## config.mk

```make
export PLATFORM = sky130hd
export DESIGN_NAME = pwci_port
export DESIGN_NICKNAME = d
export VERILOG_FILES = /design/src/pwci_port.v
export VERILOG_INCLUDE_DIRS = /design/src /design/src/include
export SDC_FILE = /design/constraint.sdc
export NUM_CORES = 1
export LEC_CHECK = 0
export ABC_CLOCK_PERIOD_IN_PS = 1900
export BUFFER_PORTS_ARGS = -buffer_cell sky130_fd_sc_hd__buf_4
export CORE_UTILIZATION = 45
export DETAILED_ROUTE_END_ITERATION = 10
export PLACE_DENSITY = 0.72
export SLEW_MARGIN = 10
export SYNTH_ARGS = -nofsm -noshare
export SYNTH_HDL_FRONTEND = slang
export SYNTH_SLANG_ARGS = --single-unit
```

## constraint.sdc

```tcl
create_clock -name pclk -period 1.9 [get_ports pclk]
set_input_delay 0.19 -clock pclk [delete_from_list [all_inputs] [get_ports pclk]]
set_output_delay 0.19 -clock pclk [all_outputs]
set_load 0.005 [all_outputs]
```

## src/include/pwci_defines.vh

```
`ifndef PWCI_DEFINES_VH
`define PWCI_DEFINES_VH

// Register byte offsets on the APB bus
`define PWCI_OFF_DATA      12'h000
`define PWCI_OFF_DIR       12'h004
`define PWCI_OFF_ANALOG    12'h008
`define PWCI_OFF_PULLUP    12'h00C
`define PWCI_OFF_OPTION    12'h010
`define PWCI_OFF_IOC       12'h014
`define PWCI_OFF_INTCTL    12'h018
`define PWCI_OFF_CONTROL   12'h01C

// Field positions
`define PWCI_OPT_PUDIS_BIT  7
`define PWCI_INT_FLAG_BIT   0
`define PWCI_INT_GIE_BIT    7
`define PWCI_INT_PERIPHERAL_INTERRUPT_ENABLE_BIT   6
`define PWCI_INT_RBIE_BIT   3
`define PWCI_CTL_SLEEP_BIT  0

// Reset values
`define PWCI_RST_DIR       8'hFF
`define PWCI_RST_ANALOG    8'hFF
`define PWCI_RST_PULLUP    8'hFF
`define PWCI_RST_OPTION    8'hFF
`define PWCI_RST_IOC       8'h00
`define PWCI_RST_ZERO8     8'h00

`endif

```

## src/pwci_port.v

```verilog
`timescale 1ns/100ps
// Contract
// - Eight pins, each input or output, under an eight-bit direction register.
// - Direction bit 1 turns the pin driver off, pin is an input.
// - Direction bit 0 drives the pin from its output latch bit.
// - Data read returns pin levels; data write updates the output latch.
// - Every port write stores the written data, not sampled pin levels, with analog-selected bits zeroed.
// - Direction bits drive outputs even on analog pins; software keeps them set.
// - Analog-selected pins read zero on every digital read.
// - Analog select never affects digital output enable (pin_oe).
// - Read-modify-write stores zero into analog-selected output latch bits.
// - One pull-up enable bit per pin across all eight pins.
// - Pull-up forced off while the pin is an output.
// - Global pull-up disable bit set at power-on keeps all pull-ups off.
// - One change enable bit per pin; all disabled after power-on reset.
// - Enabled pins compared with last-read latch; mismatches ORed into change flag.
// - A pending change condition wakes the device from sleep.
// - Mismatch keeps setting the flag; port access ends it, then flag cleared.
// - Last-read latch survives external-pin and brown-out resets.
// - Change in the same cycle as a port read still sets the flag.
// - Flag sets regardless of global, peripheral or RBIE enables; per-pin change enables gate it.
`include "pwci_defines.vh"

module pwci_port #(
    parameter WIDTH = 8
) (
    input  wire             pclk,
    input  wire             presetn,
    input  wire             por_n,
    input  wire             psel,
    input  wire             penable,
    input  wire             pwrite,
    input  wire [11:0]      paddr,
    input  wire [31:0]      pwdata,
    output reg  [31:0]      prdata,
    output reg              pready,
    output reg              pslverr,
    input  wire [WIDTH-1:0] pin_in,
    output reg  [WIDTH-1:0] pin_out,
    output reg  [WIDTH-1:0] pin_oe,
    output reg  [WIDTH-1:0] pullup_on,
    output reg              change_interrupt_flag,
    output reg              change_irq,
    output reg              wake
);

    reg  [WIDTH-1:0] sync_a;
    reg  [WIDTH-1:0] sync_b;
    reg  [WIDTH-1:0] out_latch;
    reg  [WIDTH-1:0] pin_direction_bits;
    reg  [WIDTH-1:0] analog_select_bits;
    reg  [WIDTH-1:0] pullup_enable_bits;
    reg  [7:0]       option_reg;
    reg  [WIDTH-1:0] change_interrupt_enable_bits;
    reg  [WIDTH-1:0] last_read;
    reg              global_interrupt_enable;
    reg              peripheral_interrupt_enable;
    reg              change_int_enable;
    reg              sleep_mode;
    reg  [31:0]      next_prdata;
    reg              next_err;

    wire             access;
    wire             wr;
    wire             rd;
    wire             data_hit;
    wire [WIDTH-1:0] digital_in;
    wire [WIDTH-1:0] mismatch;
    wire             any_mismatch;
    wire [7:0]       intctl_view;

    // Zero-extend an eight-bit field into a bus word
    function [31:0] pwci_word;
        input [7:0] v;
        begin
            pwci_word = {24'h000000, v};
        end
    endfunction

    // Read-modify-write merge: analog-selected pins read as zero, so their latch bits store zero
    function [WIDTH-1:0] pwci_rmw;
        input [WIDTH-1:0] wdata;
        input [WIDTH-1:0] amask;
        begin
            pwci_rmw = wdata & ~amask;
        end
    endfunction

    assign access       = psel & penable & pready;
    assign wr           = access & pwrite;
    assign rd           = access & ~pwrite;
    assign data_hit     = (paddr == `PWCI_OFF_DATA);
    assign digital_in   = sync_b & ~analog_select_bits;
    assign mismatch     = (digital_in ^ last_read) & change_interrupt_enable_bits;
    assign any_mismatch = |mismatch;
    assign intctl_view  = {global_interrupt_enable, peripheral_interrupt_enable, 2'b00,
                           change_int_enable, 2'b00, change_interrupt_flag};

    // Two-flop pin synchroniser
    always @(posedge pclk or negedge presetn) begin
        if (!presetn) begin
            sync_a <= `PWCI_RST_ZERO8;
            sync_b <= `PWCI_RST_ZERO8;
        end else begin
            sync_a <= pin_in;
            sync_b <= sync_a;
        end
    end

    // Last-read latch: only a power-on reset clears it
    always @(posedge pclk or negedge por_n) begin
        if (!por_n) begin
            last_read <= `PWCI_RST_ZERO8;
        end else if (presetn && (rd || wr) && data_hit) begin
            last_read <= digital_in;
        end
    end

    // Configuration registers written over the bus
    always @(posedge pclk or negedge presetn) begin
        if (!presetn) begin
            out_latch                    <= `PWCI_RST_ZERO8;
            pin_direction_bits           <= `PWCI_RST_DIR;
            analog_select_bits           <= `PWCI_RST_ANALOG;
            pullup_enable_bits           <= `PWCI_RST_PULLUP;
            option_reg                   <= `PWCI_RST_OPTION;
            change_interrupt_enable_bits <= `PWCI_RST_IOC;
            global_interrupt_enable      <= 1'b0;
            peripheral_interrupt_enable  <= 1'b0;
            change_int_enable            <= 1'b0;
            sleep_mode                   <= 1'b0;
        end else begin
            if (wr && data_hit) begin
                out_latch <= pwci_rmw(pwdata[WIDTH-1:0], analog_select_bits);
            end else if (wr && paddr == `PWCI_OFF_DIR) begin
                pin_direction_bits <= pwdata[WIDTH-1:0];
            end else if (wr && paddr == `PWCI_OFF_ANALOG) begin
                analog_select_bits <= pwdata[WIDTH-1:0];
            end else if (wr && paddr == `PWCI_OFF_PULLUP) begin
                pullup_enable_bits <= pwdata[WIDTH-1:0];
            end else if (wr && paddr == `PWCI_OFF_OPTION) begin
                option_reg <= pwdata[7:0];
            end else if (wr && paddr == `PWCI_OFF_IOC) begin
                change_interrupt_enable_bits <= pwdata[WIDTH-1:0];
            end else if (wr && paddr == `PWCI_OFF_INTCTL) begin
                global_interrupt_enable     <= pwdata[`PWCI_INT_GIE_BIT];
                peripheral_interrupt_enable <= pwdata[`PWCI_INT_PERIPHERAL_INTERRUPT_ENABLE_BIT];
                change_int_enable           <= pwdata[`PWCI_INT_RBIE_BIT];
            end else if (wr && paddr == `PWCI_OFF_CONTROL) begin
                sleep_mode <= pwdata[`PWCI_CTL_SLEEP_BIT];
            end
            if (sleep_mode && any_mismatch) begin
                sleep_mode <= 1'b0;
            end
        end
    end

    // Change flag: mismatch sets it and wins over a software clear
    always @(posedge pclk or negedge presetn) begin
        if (!presetn) begin
            change_interrupt_flag <= 1'b0;
        end else if (any_mismatch) begin
            change_interrupt_flag <= 1'b1;
        end else if (wr && paddr == `PWCI_OFF_INTCTL && !pwdata[`PWCI_INT_FLAG_BIT]) begin
            change_interrupt_flag <= 1'b0;
        end
    end

    // Pin drivers, pull-ups, interrupt request and wake
    always @(posedge pclk or negedge presetn) begin
        if (!presetn) begin
            pin_out    <= `PWCI_RST_ZERO8;
            pin_oe     <= `PWCI_RST_ZERO8;
            pullup_on  <= `PWCI_RST_ZERO8;
            change_irq <= 1'b0;
            wake       <= 1'b0;
        end else begin
            pin_out    <= out_latch;
            pin_oe     <= ~pin_direction_bits;
            pullup_on  <= pullup_enable_bits & pin_direction_bits
                          & {WIDTH{~option_reg[`PWCI_OPT_PUDIS_BIT]}};
            change_irq <= change_interrupt_flag & change_int_enable
                          & global_interrupt_enable;
            wake       <= sleep_mode & (any_mismatch | (change_interrupt_flag & change_int_enable));
        end
    end

    // APB read mux and unmapped-address error
    always @* begin
        next_prdata = 32'h00000000;
        next_err    = 1'b0;
        if (paddr == `PWCI_OFF_DATA) begin
            next_prdata = pwci_word(digital_in);
        end else if (paddr == `PWCI_OFF_DIR) begin
            next_prdata = pwci_word(pin_direction_bits);
        end else if (paddr == `PWCI_OFF_ANALOG) begin
            next_prdata = pwci_word(analog_select_bits);
        end else if (paddr == `PWCI_OFF_PULLUP) begin
            next_prdata = pwci_word(pullup_enable_bits);
        end else if (paddr == `PWCI_OFF_OPTION) begin
            next_prdata = pwci_word(option_reg);
        end else if (paddr == `PWCI_OFF_IOC) begin
            next_prdata = pwci_word(change_interrupt_enable_bits);
        end else if (paddr == `PWCI_OFF_INTCTL) begin
            next_prdata = pwci_word(intctl_view);
        end else if (paddr == `PWCI_OFF_CONTROL) begin
            next_prdata = {31'h00000000, sleep_mode};
        end else begin
            next_err = 1'b1;
        end
    end

    // APB slave: one wait state, answer registered
    always @(posedge pclk or negedge presetn) begin
        if (!presetn) begin
            pready  <= 1'b0;
            pslverr <= 1'b0;
            prdata  <= 32'h00000000;
        end else if (psel && penable && !pready) begin
            pready  <= 1'b1;
            pslverr <= next_err;
            prdata  <= pwrite ? 32'h00000000 : next_prdata;
        end else begin
            pready  <= 1'b0;
            pslverr <= 1'b0;
            prdata  <= 32'h00000000;
        end
    end

endmodule // pwci_port

```

==> results_dict.tcl <==
set metrics [dict create \
    status "finished, final reports clean" \
    worst_pin_slew_ns 0.518 \
    period_share_pct 95.4 \
    switchingPower_uw 1260 \
    area_growth_pct 33.1 \
    grt_max_degree 106 \
    r2r_start "pready$_DFF_PN0_" \
    rsz0062_at_grt "false" \
    synth_top_area_share_pct 42.7 \
    cts_tree "yes" \
    cp_max_fo 8 \
    max_slew_margin_pct 65.5 \
    drc 0 \
    start_util_pct 46.2 \
    min_path_type "primary input to async pin" \
    p_seq_share_pct 41.0 \
    r2r-end "change_interrupt_enable_bits[7]$_DFFE_PN0P_" \
    diodes 0 \
    avgSynthCellArea_sq_um 12.6 \
    final_core_utilization_pct 61.5 \
    hpwl_um 6890 \
    cts.htree.levels 4 \
    maxSlewViolCount 0 \
    startpoint "pready$_DFF_PN0_" \
    synth_area_leader_cell "dfrtp_1" \
    clock-sinks 113 \
    max_freq_ghz 0.552 \
    worstSetupPathType "flip-flop to flip-flop" \
    stdcell_area_sq_mm 0.00632 \
    grt_pass1_vias 3276 \
    p_leak_uw 0.00307 \
    irDropWorstVdd_v 0.000572 \
    grt_overflow 0 \
    die_h_um 105 \
    internal-power_uw 4690 \
    cp.required_ns 2.29 \
    yosys-top-cells-count "dfrtp_1 (81), mux2_2 (48), dfstp_2 (32)" \
    yosys-top-cells-area "dfrtp_1 (43%), dfstp_2 (18%), mux2_2 (11%)" \
    ys_seq_elements 113 \
    drt_first_pass_iters 4 \
    syn-cell-area_sq_mm 0.00474 \
    io_pins 119 \
    final_antenna_net_count 0 \
    viasPerCell 4.94 \
    clock_path_buffers 2 \
    switching_share_pct 21.2 \
    synth-async-reset-ratio_pct 100 \
    arrival_ns 2.21 \
    final_hold_viol_count 0 \
    synth_edf_count 0 \
    place_area_sq_mm 0.00551 \
    crit_end "change_interrupt_enable_bits[7]$_DFFE_PN0P_" \
    core_sq_mm 0.0103 \
    final_nets 554 \
    clkPwrFrac_pct 54.3 \
    dieArea_sq_mm 0.0110 \
    reg2reg_depth 5 \
    pre_cts_ws_ns -0.119 \
    wl_um 9920 \
    skew_ns 0.00783 \
    seq_area_frac_synth_pct 60.4 \
    yosysWarnings 0 \
    clockRootBuffer "clkbuf_8" \
    final_layout_size_suffix_gt1_share_pct 42.0 \
    final-setup-viol-count 0 \
    clk_latency_ns 0.51 \
    worst_setup_path_start_kind "flip-flop" \
    wl_per_cell_um 15.4 \
    num_vias 3184 \
    synth-main-ff-cell "dfrtp_1" \
    clk_pin_slew_ns 0.06 \
    portBuffers 70 \
    combPwrFrac_pct 4.7 \
    ys_types 45 \
    grt_pass1_wl_um 16300 \
    gp_congestion 0.836 \
    maxCapViolations 0 \
    multiInputGateArea_sq_mm 0.00168 \
    grt_usage_pct 19.7 \
    antenna_found_initial 0 \
    power_density_mw_per_mm2 942 \
    dieWidth_um 105 \
    r2r_slack_ns 0.09 \
    synth_most_common_cell "dfrtp_1" \
    cts_made_buffers 17 \
    seqCellArea_sq_mm 0.00287 \
    rows 37 \
    timing.final.ws_setup_ns 0.0881 \
    post-route-min-period_ns 1.81 \
    nFillCells 795 \
    drtIter0Drc 162 \
    end_kind "flip-flop" \
    syn_inst 378 \
]
[power by group through the flow]
stage               registers, uW  logic, uW  clock network [uW]
global route                 2440        306                3380
global placement             2480        242                   0
finish                       2440        278                3230
detailed placement           2480        246                   0
floorplan                    2480        122                   0
CTS                          2440        279                3270
[layer usage]
layer	wire length, um	part of all wire (%)	global-route usage, %
met1	4440	45	25.4
met2	4860	49	31.7
met3	407	4.1	4.18
met4	208	2.1	9.46
met5	0	0	0
[cell usage in the layout, fill, tap and decap left out, types with 16 or more instances in the layout]
master,instances
nand2_1,26
dfstp_2,32
o21ai_0,18
clkbuf_16,16
nor2_1,19
buf_4,92
dfrtp_1,81
nor2b_1,18
mux2_2,48
conb_1,24
dlygate4sd3_1,19
[worst max-delay path: stages, from the launching register on]
cell	delay, ns
dfrtp_1	0.36
nand4_2	0.20
or2_2	0.40
nor4_4	0.22
buf_12	0.17
mux2_2	0.34
[what timing repair did]
action	CTS	global route
pin swaps	1	0
gates resized for setup	1	1
hold endpoints to repair	133	0
setup endpoints to repair	3	2
cloned	0	0
hold buffers	19	0
setup buffers	0	0
[stage by stage]
step                setup TNS, ns  cells  total power, uW  hold WS [ns]
CTS                             0    645             5990        0.0235
global placement            -3.42    594             2720        0.0128
detailed placement          -2.49    594             2730        0.0160
floorplan                -0.00110    401             2600        -0.106
finish                          0    645             5950        0.0375
global route                    0    645             6130        0.0301
[worst min-delay path by stage]
stage	from	end	slack (ns)	cells after the start
finish	por_n	last_read[5]$_DFFE_PN0P_	0.04	2
global placement	por_n	last_read[1]$_DFFE_PN0P_	0.01	1
detailed placement	por_n	last_read[4]$_DFFE_PN0P_	0.02	1
CTS	por_n	last_read[1]$_DFFE_PN0P_	0.02	2
global route	por_n	last_read[6]$_DFFE_PN0P_	0.03	2
floorplan	presetn	change_int_enable$_DFFE_PN0P_	-0.11	0
[final cells by class]
class	instances	share of cell area [%]
Inverter	13	0.772
Clock buffer	20	6.73
Clock inverter	12	2.89
Multi-Input combinational cell	237	26.6
Sequential cell	113	45.4
Timing Repair Buffer	114	14.9
Tap cell	136	2.69
[kinds of logic after synthesis]
logic type             Yosys count  share of synthesized area, %
flip-flops                     113                          60.4
AO/OA/AOI/OAI                   48                          6.20
XOR/XNOR                         5                         0.923
other                            1                        0.0790
buffers and inverters           51                          6.07
AND/OR/NAND/NOR                 98                          11.7
multiplexers                    62                          14.6
(Power assumes the default switching activity.)
